**config.mk**
```make
export PLATFORM = sky130hd
export DESIGN_NAME = uart_line_control_status
export DESIGN_NICKNAME = d
export VERILOG_FILES = /design/src/line_ctl_pkg.sv /design/src/sync2.sv /design/src/uart_line_control_status.sv
export SDC_FILE = /design/constraint.sdc
export NUM_CORES = 1
export LEC_CHECK = 0
export BUFFER_PORTS_ARGS = -buffer_cell sky130_fd_sc_hd__buf_2
export CAP_MARGIN = 20
export CORE_AREA = 2 2 100 102
export CTS_CLUSTER_DIAMETER = 80
export DETAILED_ROUTE_END_ITERATION = 8
export DIE_AREA = 0 0 102 104
export GPL_ROUTABILITY_DRIVEN = 0
export PLACE_DENSITY = 0.81
export SLEW_MARGIN = 20
export SYNTH_ARGS = -nofsm -noshare
export SYNTH_HDL_FRONTEND = slang
export SYNTH_SLANG_ARGS = --single-unit
export TNS_END_PERCENT = 20
```
**constraint.sdc**
```tcl
create_clock -name clk -period 1.9 [get_ports clk]
set_clock_uncertainty 0.05 [all_clocks]
set_input_delay 0.38 -clock clk [delete_from_list [all_inputs] [get_ports clk]]
set_output_delay 0.38 -clock clk [all_outputs]
set_load 0.01 [all_outputs]
```
**src/line_ctl_pkg.sv**
```systemverilog
// Constants for the line control and line status block.
package line_ctl_pkg;
  // ----------------------------------------------------------------
  // Register selects (A2..A0)
  // ----------------------------------------------------------------
  localparam logic [2:0] SEL_DATA = 3'h0;
  localparam logic [2:0] SEL_IER = 3'h1;
  localparam logic [2:0] SEL_IIR = 3'h2;
  localparam logic [2:0] SEL_LFC = 3'h3;
  localparam logic [2:0] SEL_LCS = 3'h5;
  // ----------------------------------------------------------------
  // Field positions
  // ----------------------------------------------------------------
  localparam int LFC_STOP = 2;
  localparam int LFC_PAR_ON = 3;
  localparam int LFC_EVEN = 4;
  localparam int LFC_STICK = 5;
  localparam int LFC_BREAK = 6;
  localparam int LFC_DIV = 7;
  localparam int IER_HOLDING_EMPTY_FLAG = 1;
  localparam int IER_RLS = 2;
  // ----------------------------------------------------------------
  // Reset values and identification codes
  // ----------------------------------------------------------------
  localparam logic [7:0] LFC_RESET = 8'h00;
  localparam logic [7:0] IER_RESET = 8'h00;
  localparam logic [7:0] IIR_NONE = 8'h01;
  localparam logic [7:0] IIR_RLS = 8'h06;
  localparam logic [7:0] IIR_HOLDING_EMPTY_FLAG = 8'h02;
  // ----------------------------------------------------------------
  // Timing
  // ----------------------------------------------------------------
  localparam int OVERSAMPLE = 16;
  localparam int MID_BIT = 8;
  localparam int HALF_STOP = 8;
  localparam int TX_DIV_RESET = 16;
endpackage

```
**src/sync2.sv**
```systemverilog
// Two-flop synchroniser for a level from outside the clock domain.
`timescale 1ns/1ps
`default_nettype none
module sync2 (
  // Clock and reset
  input wire logic clk,
  input wire logic rstn,
  // Level in and out
  input wire logic d,
  output logic q
);
  logic meta_q;

  always_ff @(posedge clk) begin
    if (!rstn) begin
      meta_q <= 1'b1;
      q <= 1'b1;
    end else begin
      meta_q <= d;
      q <= meta_q;
    end
  end
endmodule
`default_nettype wire

```
**src/uart_line_control_status.sv**
```systemverilog
// Line format control, line status and serial engine of the transceiver.
// How it works
// - Two length bits give 5, 6, 7 or 8 data bits.
// - Stop select low sends one stop bit.
// - Stop select high sends 1.5 stops for 5 bits, else two.
// - Receiver checks both stop bits when two are programmed.
// - Parity enable inserts parity after data and checks it on receive.
// - Parity sense low is odd parity, high is even.
// - Stick parity sends and checks the inverse of the sense bit.
// - Break bit forces serial output low; transmitter keeps running.
// - Divisor access bit high diverts offsets 0 and 1 from data and enables.
// - Error flags set during stop bits; clean characters never clear them.
// - Overrun set when buffer is overwritten before the host read it.
// - Parity error set on parity mismatch.
// - Framing error set when the stop bit samples low.
// - Break flag set when input stays low a whole character.
// - Status read clears bits 1 to 4 only.
// - Data ready set on buffer load, cleared by buffer read.
// - Errors raise the top interrupt when enable bit 2 is set.
// - Holding empty set on move to shifter, cleared by host write.
// - Holding empty interrupt with enable bit 1; ident read drops it unless a line status interrupt is pending.
// - All-empty set when both are empty, clear until character leaves.
// - Status bit 7 reads zero.
// - Data goes least significant bit first, right-justified.
// - Receiver runs from a sixteen-times bit-rate clock enable.
`timescale 1ns/1ps
`default_nettype none
module uart_line_control_status
  import line_ctl_pkg::*;
(
  // Clock and reset
  input wire logic clk,
  input wire logic rstn,
  // Register port
  input wire logic [2:0] reg_sel,
  input wire logic wr_stb,
  input wire logic rd_stb,
  input wire logic [7:0] wr_data,
  output logic [7:0] rd_data,
  // Baud enables
  input wire logic rclk_en,
  // Serial line
  input wire logic serial_in,
  output logic serial_out,
  // Interrupt and divisor access bit
  output logic irq_out,
  output logic divisor_access_bit
);
  import line_ctl_pkg::*;

  // ------------------------------------------------------------------
  // Registers
  // ------------------------------------------------------------------
  logic [7:0] lfc_q, ier_q, rbuf_q, thr_q;
  logic rx_data_ready, overrun_q, parity_error_flag, framing_error_flag;
  logic break_seen_flag, holding_empty_flag, tx_all_empty_flag;
  logic holding_empty_flag_irq_q;
  logic sin_s;
  logic [1:0] len_code;
  logic [3:0] nbits;
  logic wr_data_reg, rd_data_reg, rd_status, rd_ident;
  logic rls_pend;

  sync2 u_sync (
    .clk(clk),
    .rstn(rstn),
    .d(serial_in),
    .q(sin_s)
  );

  assign len_code = lfc_q[1:0];
  assign nbits = 4'(5 + len_code);
  assign divisor_access_bit = lfc_q[LFC_DIV];
  assign wr_data_reg = wr_stb && reg_sel == SEL_DATA && !lfc_q[LFC_DIV];
  assign rd_data_reg = rd_stb && reg_sel == SEL_DATA && !lfc_q[LFC_DIV];
  assign rd_status = rd_stb && reg_sel == SEL_LCS;
  assign rd_ident = rd_stb && reg_sel == SEL_IIR;

  always_ff @(posedge clk) begin
    if (!rstn) begin
      lfc_q <= LFC_RESET;
    end else if (wr_stb && reg_sel == SEL_LFC) begin
      lfc_q <= wr_data;
    end
  end

  always_ff @(posedge clk) begin
    if (!rstn) begin
      ier_q <= IER_RESET;
    end else if (wr_stb && reg_sel == SEL_IER && !lfc_q[LFC_DIV]) begin
      ier_q <= wr_data;
    end
  end

  // Parity value for a data byte, masked to the programmed length.
  function automatic logic par_bit(input logic [7:0] d, input logic [3:0] n,
                                   input logic [7:0] lfc);
    logic p;
    p = 1'b0;
    for (int i = 0; i < 8; i++) begin
      if (i < n) p = p ^ d[i];
    end
    if (lfc[LFC_STICK]) par_bit = !lfc[LFC_EVEN];
    else par_bit = lfc[LFC_EVEN] ? p : !p;
  endfunction

  // ------------------------------------------------------------------
  // Transmitter
  // ------------------------------------------------------------------
  typedef enum logic [2:0] {TX_IDLE, TX_START, TX_DATA, TX_PAR, TX_STOP} tx_state_t;
  tx_state_t tx_st_q;
  logic [7:0] transmit_shifter;
  logic [3:0] tx_cnt_q;
  logic [2:0] tx_bit_q;
  logic [5:0] tx_stop_q;
  logic tx_line_q;
  logic tx_busy;
  logic load_shifter;

  assign tx_busy = tx_st_q != TX_IDLE;
  assign load_shifter = !tx_busy && !holding_empty_flag;

  always_ff @(posedge clk) begin
    if (!rstn) begin
      tx_st_q <= TX_IDLE;
      transmit_shifter <= 8'h00;
      tx_cnt_q <= 4'h0;
      tx_bit_q <= 3'h0;
      tx_stop_q <= 6'h00;
      tx_line_q <= 1'b1;
    end else if (load_shifter) begin
      transmit_shifter <= thr_q;
      tx_st_q <= TX_START;
      tx_cnt_q <= 4'h0;
      tx_line_q <= 1'b0;
    end else if (tx_busy && rclk_en) begin
      tx_cnt_q <= tx_cnt_q + 4'h1;
      if (tx_st_q == TX_STOP) begin
        tx_stop_q <= tx_stop_q - 6'h01;
        if (tx_stop_q == 6'h01) tx_st_q <= TX_IDLE;
      end else if (tx_cnt_q == 4'(OVERSAMPLE - 1)) begin
        unique case (tx_st_q)
          TX_START: begin
            tx_st_q <= TX_DATA;
            tx_bit_q <= 3'h0;
            tx_line_q <= transmit_shifter[0];
          end
          TX_DATA: begin
            if (4'(tx_bit_q) == nbits - 4'h1) begin
              if (lfc_q[LFC_PAR_ON]) begin
                tx_st_q <= TX_PAR;
                tx_line_q <= par_bit(transmit_shifter, nbits, lfc_q);
              end else begin
                tx_st_q <= TX_STOP;
                tx_line_q <= 1'b1;
                tx_stop_q <= stop_len();
              end
            end else begin
              tx_bit_q <= tx_bit_q + 3'h1;
              tx_line_q <= transmit_shifter[tx_bit_q + 3'h1];
            end
          end
          TX_PAR: begin
            tx_st_q <= TX_STOP;
            tx_line_q <= 1'b1;
            tx_stop_q <= stop_len();
          end
          default: tx_st_q <= TX_IDLE;
        endcase
      end
    end
  end

  // Stop time in enable ticks: 16, 24 for 1.5 stops, or 32.
  function automatic logic [5:0] stop_len();
    if (!lfc_q[LFC_STOP]) stop_len = 6'(OVERSAMPLE);
    else if (len_code == 2'b00) stop_len = 6'(OVERSAMPLE + HALF_STOP);
    else stop_len = 6'(2 * OVERSAMPLE);
  endfunction

  // Break gates only the pin; the engine keeps timing characters.
  assign serial_out = tx_line_q && !lfc_q[LFC_BREAK];

  always_ff @(posedge clk) begin
    if (!rstn) begin
      thr_q <= 8'h00;
      holding_empty_flag <= 1'b1;
    end else if (wr_data_reg) begin
      thr_q <= wr_data;
      holding_empty_flag <= 1'b0;
    end else if (load_shifter) begin
      holding_empty_flag <= 1'b1;
    end
  end

  always_ff @(posedge clk) begin
    if (!rstn) begin
      tx_all_empty_flag <= 1'b1;
    end else if (wr_data_reg) begin
      tx_all_empty_flag <= 1'b0;
    end else begin
      tx_all_empty_flag <= holding_empty_flag && !tx_busy;
    end
  end

  // ------------------------------------------------------------------
  // Receiver
  // ------------------------------------------------------------------
  typedef enum logic [2:0] {RX_IDLE, RX_START, RX_DATA, RX_PAR, RX_STOP1, RX_STOP2}
    rx_state_t;
  rx_state_t rx_st_q;
  logic [7:0] rx_shift_q;
  logic [3:0] rx_cnt_q;
  logic [2:0] rx_bit_q;
  logic rx_par_bad_q, rx_stop_bad_q, rx_any_one_q, sin_prev_q;
  logic rx_done;
  logic rx_done_par, rx_done_frm, rx_done_brk;

  always_ff @(posedge clk) begin
    if (!rstn) begin
      sin_prev_q <= 1'b1;
    end else if (rclk_en) begin
      sin_prev_q <= sin_s;
    end
  end

  always_ff @(posedge clk) begin
    if (!rstn) begin
      rx_st_q <= RX_IDLE;
      rx_shift_q <= 8'h00;
      rx_cnt_q <= 4'h0;
      rx_bit_q <= 3'h0;
      rx_par_bad_q <= 1'b0;
      rx_stop_bad_q <= 1'b0;
      rx_any_one_q <= 1'b0;
    end else if (rclk_en) begin
      rx_cnt_q <= rx_cnt_q + 4'h1;
      unique case (rx_st_q)
        RX_IDLE: begin
          if (sin_prev_q && !sin_s) begin
            rx_st_q <= RX_START;
            rx_cnt_q <= 4'h1;
            rx_shift_q <= 8'h00;
            rx_par_bad_q <= 1'b0;
            rx_stop_bad_q <= 1'b0;
            rx_any_one_q <= 1'b0;
          end
        end
        RX_START: begin
          if (rx_cnt_q == 4'(MID_BIT - 1)) begin
            if (sin_s) rx_st_q <= RX_IDLE;
            else begin
              rx_st_q <= RX_DATA;
              rx_cnt_q <= 4'h0;
              rx_bit_q <= 3'h0;
            end
          end
        end
        RX_DATA: begin
          if (rx_cnt_q == 4'(OVERSAMPLE - 1)) begin
            rx_shift_q[rx_bit_q] <= sin_s;
            rx_any_one_q <= rx_any_one_q | sin_s;
            rx_bit_q <= rx_bit_q + 3'h1;
            if (4'(rx_bit_q) == nbits - 4'h1)
              rx_st_q <= lfc_q[LFC_PAR_ON] ? RX_PAR : RX_STOP1;
          end
        end
        RX_PAR: begin
          if (rx_cnt_q == 4'(OVERSAMPLE - 1)) begin
            rx_par_bad_q <= sin_s != par_bit(rx_shift_q, nbits, lfc_q);
            rx_any_one_q <= rx_any_one_q | sin_s;
            rx_st_q <= RX_STOP1;
          end
        end
        RX_STOP1: begin
          if (rx_cnt_q == 4'(OVERSAMPLE - 1)) begin
            rx_stop_bad_q <= !sin_s;
            rx_any_one_q <= rx_any_one_q | sin_s;
            rx_st_q <= (lfc_q[LFC_STOP] && len_code != 2'b00) ? RX_STOP2 : RX_IDLE;
          end
        end
        RX_STOP2: begin
          if (rx_cnt_q == 4'(OVERSAMPLE - 1)) begin
            rx_stop_bad_q <= rx_stop_bad_q | !sin_s;
            rx_any_one_q <= rx_any_one_q | sin_s;
            rx_st_q <= RX_IDLE;
          end
        end
        default: rx_st_q <= RX_IDLE;
      endcase
    end
  end

  // Completion is seen at the last stop sample; error terms include that sample.
  assign rx_done = rclk_en && rx_cnt_q == 4'(OVERSAMPLE - 1) &&
                   ((rx_st_q == RX_STOP1 && !(lfc_q[LFC_STOP] && len_code != 2'b00)) ||
                    rx_st_q == RX_STOP2);
  assign rx_done_frm = (rx_stop_bad_q && rx_st_q == RX_STOP2) || !sin_s;
  assign rx_done_par = rx_par_bad_q;
  assign rx_done_brk = !rx_any_one_q && !sin_s;

  always_ff @(posedge clk) begin
    if (!rstn) begin
      rbuf_q <= 8'h00;
    end else if (rx_done) begin
      rbuf_q <= rx_shift_q;
    end
  end

  // Flags: a setting event wins over a clearing read in the same cycle.
  always_ff @(posedge clk) begin
    if (!rstn) begin
      rx_data_ready <= 1'b0;
    end else if (rx_done) begin
      rx_data_ready <= 1'b1;
    end else if (rd_data_reg) begin
      rx_data_ready <= 1'b0;
    end
  end

  always_ff @(posedge clk) begin
    if (!rstn) begin
      overrun_q <= 1'b0;
      parity_error_flag <= 1'b0;
      framing_error_flag <= 1'b0;
      break_seen_flag <= 1'b0;
    end else begin
      overrun_q <= (rx_done && rx_data_ready && !rd_data_reg) ||
                   (overrun_q && !rd_status);
      parity_error_flag <= (rx_done && rx_done_par) ||
                           (parity_error_flag && !rd_status);
      framing_error_flag <= (rx_done && rx_done_frm) ||
                            (framing_error_flag && !rd_status);
      break_seen_flag <= (rx_done && rx_done_brk) ||
                         (break_seen_flag && !rd_status);
    end
  end

  // ------------------------------------------------------------------
  // Interrupts and read data
  // ------------------------------------------------------------------
  assign rls_pend = ier_q[IER_RLS] && (overrun_q || parity_error_flag ||
                    framing_error_flag || break_seen_flag);

  logic holding_empty_flag_prev_q;
  always_ff @(posedge clk) begin
    if (!rstn) begin
      holding_empty_flag_irq_q <= 1'b0;
      holding_empty_flag_prev_q <= 1'b1;
    end else begin
      holding_empty_flag_prev_q <= holding_empty_flag;
      if ((holding_empty_flag && !holding_empty_flag_prev_q) ||
          (wr_data[IER_HOLDING_EMPTY_FLAG] && wr_stb && reg_sel == SEL_IER && !lfc_q[LFC_DIV]))
        holding_empty_flag_irq_q <= 1'b1;
      else if (!holding_empty_flag || (rd_ident && !rls_pend))
        holding_empty_flag_irq_q <= 1'b0;
    end
  end

  assign irq_out = rls_pend || (ier_q[IER_HOLDING_EMPTY_FLAG] && holding_empty_flag_irq_q);

  always_ff @(posedge clk) begin
    if (!rstn) begin
      rd_data <= 8'h00;
    end else if (rd_stb) begin
      unique case (reg_sel)
        SEL_DATA: rd_data <= lfc_q[LFC_DIV] ? 8'h00 : rbuf_q;
        SEL_IER: rd_data <= lfc_q[LFC_DIV] ? 8'h00 : ier_q;
        SEL_IIR: rd_data <= rls_pend ? IIR_RLS :
                            (ier_q[IER_HOLDING_EMPTY_FLAG] && holding_empty_flag_irq_q) ? IIR_HOLDING_EMPTY_FLAG : IIR_NONE;
        SEL_LFC: rd_data <= lfc_q;
        SEL_LCS: rd_data <= {1'b0, tx_all_empty_flag, holding_empty_flag,
                             break_seen_flag, framing_error_flag,
                             parity_error_flag, overrun_q, rx_data_ready};
        default: rd_data <= 8'h00;
      endcase
    end
  end

  // ------------------------------------------------------------------
  // Checks
  // ------------------------------------------------------------------
  break_out_a: assert property (@(posedge clk) disable iff (!rstn)
    lfc_q[LFC_BREAK] |-> !serial_out) else $error("break not forcing low");
  status_clr_a: assert property (@(posedge clk) disable iff (!rstn)
    rd_status && !rx_done |=> !overrun_q && !framing_error_flag)
    else $error("status read left flags");
  ready_set_a: assert property (@(posedge clk) disable iff (!rstn)
    rx_done |=> rx_data_ready) else $error("ready not set");
  overrun_set_a: assert property (@(posedge clk) disable iff (!rstn)
    rx_done && rx_data_ready && !rd_data_reg |=> overrun_q)
    else $error("overrun missed");
  holding_empty_flag_clr_a: assert property (@(posedge clk) disable iff (!rstn)
    wr_data_reg |=> !holding_empty_flag && !tx_all_empty_flag)
    else $error("write left empty flags");
  tx_all_empty_flag_busy_a: assert property (@(posedge clk) disable iff (!rstn)
    tx_busy |-> ##1 !tx_all_empty_flag) else $error("all-empty while busy");
  rls_irq_a: assert property (@(posedge clk) disable iff (!rstn)
    $rose(parity_error_flag) && ier_q[IER_RLS] |-> irq_out)
    else $error("line status irq missing");
  bit7_zero_a: assert property (@(posedge clk) disable iff (!rstn)
    $past(rd_status) |-> !rd_data[7]) else $error("status bit 7 set");
  start_bit_a: assert property (@(posedge clk) disable iff (!rstn)
    load_shifter |=> !tx_line_q) else $error("no start bit");
  tx_load_c: cover property (@(posedge clk) disable iff (!rstn) load_shifter);
  rx_done_c: cover property (@(posedge clk) disable iff (!rstn) rx_done);
  brk_c: cover property (@(posedge clk) disable iff (!rstn) rx_done && rx_done_brk);
endmodule
`default_nettype wire

```
After elaboration in Yosys (flattened, before gate mapping)

Cells that the tools add are included.
W data, S select, Z words.

Input port bits: 17
Output and inout port bits: 11
Logic and storage cells: 390
Flip-flop bits (word level): 98

Equal/unequal tests: 36
Order comparisons: 11
Bitwise logic cells: 19
Add/subtract/negate cells: 7
Muxes and demuxes: 190
Reduce and logical (&&, ||, !) cells: 96

Operator list:

| operator             | number |
|---|---|
| $mux W1              | 142 |
| $mux W3              | 18 |
| $pmux W8 S5          | 1 |
| $logic_and A1 B1 Y1  | 37 |
| $mux W6              | 6 |
| $mux W8              | 4 |
| $reduce_and A4 Y1    | 6 |
| $reduce_bool A2 Y1   | 12 |
| $ne A2 B2 Y1 const B | 10 |
| $eq A3 B2 Y1 const B | 6 |
| $pmux W3 S6          | 1 |
| $lt A3 B4 Y1 const A | 4 |
| $pmux W8 S2          | 1 |
| $logic_not A1 Y1     | 14 |
| $xor A1 B1 Y1        | 14 |
| $eq A3 B3 Y1 const B | 4 |
| $logic_or A1 B1 Y1   | 12 |
| $mux W4              | 3 |
| $pmux W3 S2          | 2 |
| $pmux W6 S2          | 1 |
| $reduce_and A6 Y1    | 2 |
| $reduce_bool A3 Y1   | 4 |
| $reduce_and A5 Y1    | 2 |
| $eq A3 B1 Y1 const B | 3 |
| 34 further kinds     | 50 |

Depth between registers and ports, before layout

Depth in word-level cells: 91
Gate-level depth with buffers: 8
Depth with buffers taken out: 7

Hierarchy

Synthesis repeated with hierarchy kept, for this count alone.

Cells, all modules: 630
Area, all modules: 5156.2 µm²

Modules (own cells, without submodules):

| module                   | seq. area each (µm²) | instances | cells an instance | area an instance (µm²) |
|---|---|---|---|---|
| uart_line_control_status | 1921.8               | 1         | 626               | 5103.6 |
| sync2                    | 40.0                 | 1         | 4                 | 52.6 |

Worst setup path after synthesis

No wires, ideal clock.

Kind: register to register
Start point: register tx_bit_q[0]
End point: register tx_line_q
Clock period less this slack: 1.808 ns
Setup slack: 0.092 ns
Stages on the path, launching flop included: 6
Arrival: 1.636 ns
Required time: 1.728 ns
Library setup time: 0.122 ns
Path buffers: 0
Path through: dfxtp_1 ha_1 mux4_2 mux2_2 o21ai_0 o21ai_1

Word-level cells in the longest chain between the ends: 9
Elaborated cells on any way between the ends: 10
Classes of those cells: add/sub: 1; eq/ne: 1; mux: 8

RTL lines:

| element                       | line                            | RTL |
|---|---|---|
| start: declaration            | uart_line_control_status.sv:114 | `logic [2:0] tx_bit_q;` |
| start signal: assignment      | uart_line_control_status.sv:159 | `tx_bit_q <= tx_bit_q + 3'h1;` |
| $add A3 B1 Y3                 | uart_line_control_status.sv:160 | `tx_line_q <= transmit_shifter[tx_bit_q + 3'h1];` |
| $bmux W1 S3                   | uart_line_control_status.sv:160 |  |
| $mux W1 (implied by the code) | uart_line_control_status.sv:160 |  |
| $mux W1 (*)                   | uart_line_control_status.sv:149 | `if (4'(tx_bit_q) == nbits - 4'h1) begin` |
| $pmux W1 S3 (*)               | uart_line_control_status.sv:142 | `unique case (tx_st_q)` |
| $mux W1 (*)                   | uart_line_control_status.sv:141 | `end else if (tx_cnt_q == 4'(OVERSAMPLE - 1)) begin` |
| $mux W1 (*)                   | uart_line_control_status.sv:138 | `if (tx_st_q == TX_STOP) begin` |
| $mux W1 (*)                   | uart_line_control_status.sv:136 | `end else if (tx_busy && rclk_en) begin` |
| $mux W1 (*)                   | uart_line_control_status.sv:131 | `end else if (load_shifter) begin` |
| end signal: assignment        | uart_line_control_status.sv:146 | `tx_line_q <= transmit_shifter[0];` |
| end signal: assignment        | uart_line_control_status.sv:152 | `tx_line_q <= par_bit(transmit_shifter, nbits, lfc_q);` |
| end signal: assignment        | uart_line_control_status.sv:160 |  |
| end: declaration              | uart_line_control_status.sv:116 | `logic tx_line_q;` |

Mark *: on every way between the ends. The rest lies on a longest branch, timed or not. The select of a mux whose other input is x is not followed.
A chain may end at the register's enable or synchronous reset.

Worst setup path in the final report

Start point: register break_seen_flag
End point: output port irq_out

Word-level cells in the longest chain between the ends: 3

RTL lines:

| element                  | line                            | RTL |
|---|---|---|
| start: declaration       | uart_line_control_status.sv:56  | `logic break_seen_flag, holding_empty_flag, tx_all_empty_flag;` |
| start signal: assignment | uart_line_control_status.sv:334 | `break_seen_flag <= (rx_done && rx_done_brk) \|\|` |
| $logic_or A1 B1 Y1       | uart_line_control_status.sv:343 | `framing_error_flag \|\| break_seen_flag);` |
| $logic_and A1 B1 Y1      | uart_line_control_status.sv:342 | `assign rls_pend = ier_q[IER_RLS] && (overrun_q \|\| parity_error_flag \|\|` |
| $logic_or A1 B1 Y1       | uart_line_control_status.sv:360 | `assign irq_out = rls_pend \|\| (ier_q[IER_HOLDING_EMPTY_FLAG] && holding_empty_flag_irq_q);` |
| end: declaration         | uart_line_control_status.sv:46  | `output logic irq_out,` |

Every way passes these cells.

==> results.sh <==
export IMPL_cts_sinks=98
export IMPL_synth_edf_count=0
export IMPL_synth_top_area_share_pct=38.2
export IMPL_overflow=0
export IMPL_core_area_mm2=0.00955
export IMPL_port_buffers=27
export IMPL_outcome="complete, no violations"
export IMPL_syn_nets=663
export IMPL_areaGrowthSynthToFinish_pct=14.6
export IMPL_max_stage_delay_ps=420
export IMPL_synth_top_family_by_area="simple AND/OR/NAND/NOR gates"
export IMPL_avgSynthCellArea_um2=8.06
export IMPL_first_global_vias=4394
export IMPL_syn_cell_area_mm2=0.00514
export IMPL_wirelength_met1_um=5500
export IMPL_drc_errors=0
export IMPL_synthAdderAreaFrac_pct=1.95
export IMPL_utilization_pct=61.7
export IMPL_synth_distinct_cells=62
export IMPL_synth_compound_area_share_pct=22.2
export IMPL_multi_input_area_mm2=0.00304
export IMPL_synthXorXnorAreaFrac_pct=3.77
export IMPL_start_util_pct=53.8
export IMPL_leakage_nw=2.11
export IMPL_fillers=799
export IMPL_wl_um=12600
export IMPL_root_buffer="clkbuf_8"
export IMPL_ys_ff_latch=98
export IMPL_reg2reg_depth=6
export IMPL_cts_max_level=3
export IMPL_crit_fanout=3
export IMPL_p_per_area_mw_per_mm2=674
export IMPL_start_kind="flop"
export IMPL_criticalPathCategory="flop to primary output"
export IMPL_wl_met2_um=6300
export IMPL_layoutNonFillerInstCount=815
export IMPL_maxSlewViolCount=0
export IMPL_synth_area_leaders="dfxtp_1, nand2_1, a21boi_0"
export IMPL_max_slew_worst_pin_slew_ps=624
export IMPL_end_kind="primary output"
export IMPL_clk_latency_ps=380
export IMPL_max_freq_ghz=0.532
export IMPL_min_period_ps=1880
export IMPL_hold_path_depth=2
export IMPL_hold_buffers=0
export IMPL_grt_pass1_wl_um=20600
export IMPL_fp_row_count=36
export IMPL_num_vias=4736
export IMPL_yosysWarnings=0
export IMPL_dp_cells=799
export IMPL_synthSimpleGateAreaFrac_pct=26.1
export IMPL_io_pins=28
export IMPL_final_layout_size_suffix_gt1_share_pct=17.6
export IMPL_vias_per_cell=5.81
export IMPL_min_path_type="input pin to flop"
export IMPL_cts_tree="built"
export IMPL_seq_area_mm2=0.00198
export IMPL_async_flop_share_pct=0
export IMPL_dp_hpwl_um=9010
export IMPL_synth_most_common_cell="nand2_1"
export IMPL_arrival_ps=1450
export IMPL_dr_max_layer_used="met4"
export IMPL_die_width_um=102
export IMPL_first_pass_iters=5
export IMPL_finalHoldViolCount=0
export IMPL_synth_mux_area_share_pct=3.65
export IMPL_critPathSlowestCell="o41ai_2"
export IMPL_diodes=0
export IMPL_rsz0062_at_grt="true"
export IMPL_yosysSeqAreaShare_pct=38.2
export IMPL_ys_flop_type="dfxtp_1"
export IMPL_die_h_um=104
export IMPL_crit_chain="o41ai_2, nand2_1, buf_2"
export IMPL_wl_per_cell_um=15.5
export IMPL_design_area_mm2=0.00589
export IMPL_cap_violations=0
export IMPL_ant_nets=0
export IMPL_syn_inst=638
export IMPL_setup_violations=0
export IMPL_clkTransAtPathRegs_ps=100
export IMPL_grt_max_degree=60
export IMPL_timing_final_crit_share_pct=99.0
export IMPL_die_area_mm2=0.0106
export IMPL_drt_initial_drc_count=291
export IMPL_fin_nets=702
export IMPL_cts_setup_buffers=0
export IMPL_met3_length_um=618
export IMPL_antenna_found_initial=0
export IMPL_grt_total_usage_pct=23.7
export IMPL_cts_made_buffers=9
export IMPL_worstPathRequired_ps=1470
export IMPL_max_slew_margin_pct=58.1
export IMPL_ir_drop_mv=0.474
export IMPL_clk_path_buf_depth=2
export IMPL_dpl_instance_area_mm2=0.00558
export IMPL_synth_top_cell_by_area="dfxtp_1"
export IMPL_synth_common_cells="nand2_1, dfxtp_1, nor2_1, a21boi_0, o21ai_0"
[repair_timing]
action                                  4_1_cts  5_1_grt
gates resized for setup                       4       22
pin swaps                                     0        1
endpoints found under the setup margin        5       30
[layer usage]
layer  vias up  global-route usage [%]
met2       134                    39.6
met4         0                    8.86
met3        28                    3.43
li1       2301                       -
met5         -                       0
met1      2273                    30.8
[path summary, 6_finish.rpt]
check,slack (ps),from,endpoint
setup / recovery,20,break_seen_flag,irq_out
hold / removal,150,serial_in,u_sync.meta_q
setup reg to reg,80,transmit_shifter[2],tx_line_q
hold reg to reg,370,u_sync.meta_q,u_sync.q
[worst max-delay path, delay by kind of cell (launching register included)]
family,cells,cell delay [ps]
and+or+nand+nor,1,150
buffers and inverters,1,170
AOI/OAI and AO/OA,1,420
DFF,1,350
[report_power, final]
part           internal (W)  switching, W
Sequential          0.00208     0.0000354
Clock              0.000650      0.000825
Combinational      0.000154      0.000220
[cells by family (layout without fill, tap and decap cells)]
family                   after synthesis  count (layout)
AO/OA/AOI/OAI                        168             168
XOR/XNOR                              19              19
adder cells (fa/ha/maj)                8               8
buffers and inverters                 54              98
flip-flops                            98              98
multiplexers                          16              16
AND/OR/NAND/NOR                      275             275
[layout by cell type (no fill, tap or decap), types with 19 or more instances in the layout]
cell / Yosys / final
nand2_1: 119 / 119
dfxtp_1: 98 / 87
nor2_1: 41 / 40
buf_4: 0 / 34
a21boi_0: 34 / 33
o21ai_0: 31 / 31
nor2b_1: 30 / 30
buf_2: 9 / 27
a21oi_1: 23 / 23
a21boi_1: 18 / 19
[area by class of cell]
cell class	count	share of cell area (%)
multi-input cells	486	51.7
repair buffers	62	6.97
clock buffers	9	2.10
clock inverters	7	1.64
flip-flops and latches	98	33.5
well taps	133	2.82
inverters	20	1.27
[stage by stage]
stage	power, W	hold slack (ps)	TNS, ps	worst slack, ps
6_report	0.00397	150	0	19.2
3_5_place_dp	0.00252	350	-86.4	-39.5
5_1_grt	0.00411	155	-7.16	-7.16
4_1_cts	0.00397	142	0	26.6
2_1_floorplan	0.00239	336	0	92.2
3_3_place_gp	0.00250	352	0	68.6
Note: power is estimated with default switching activity, not from simulation.
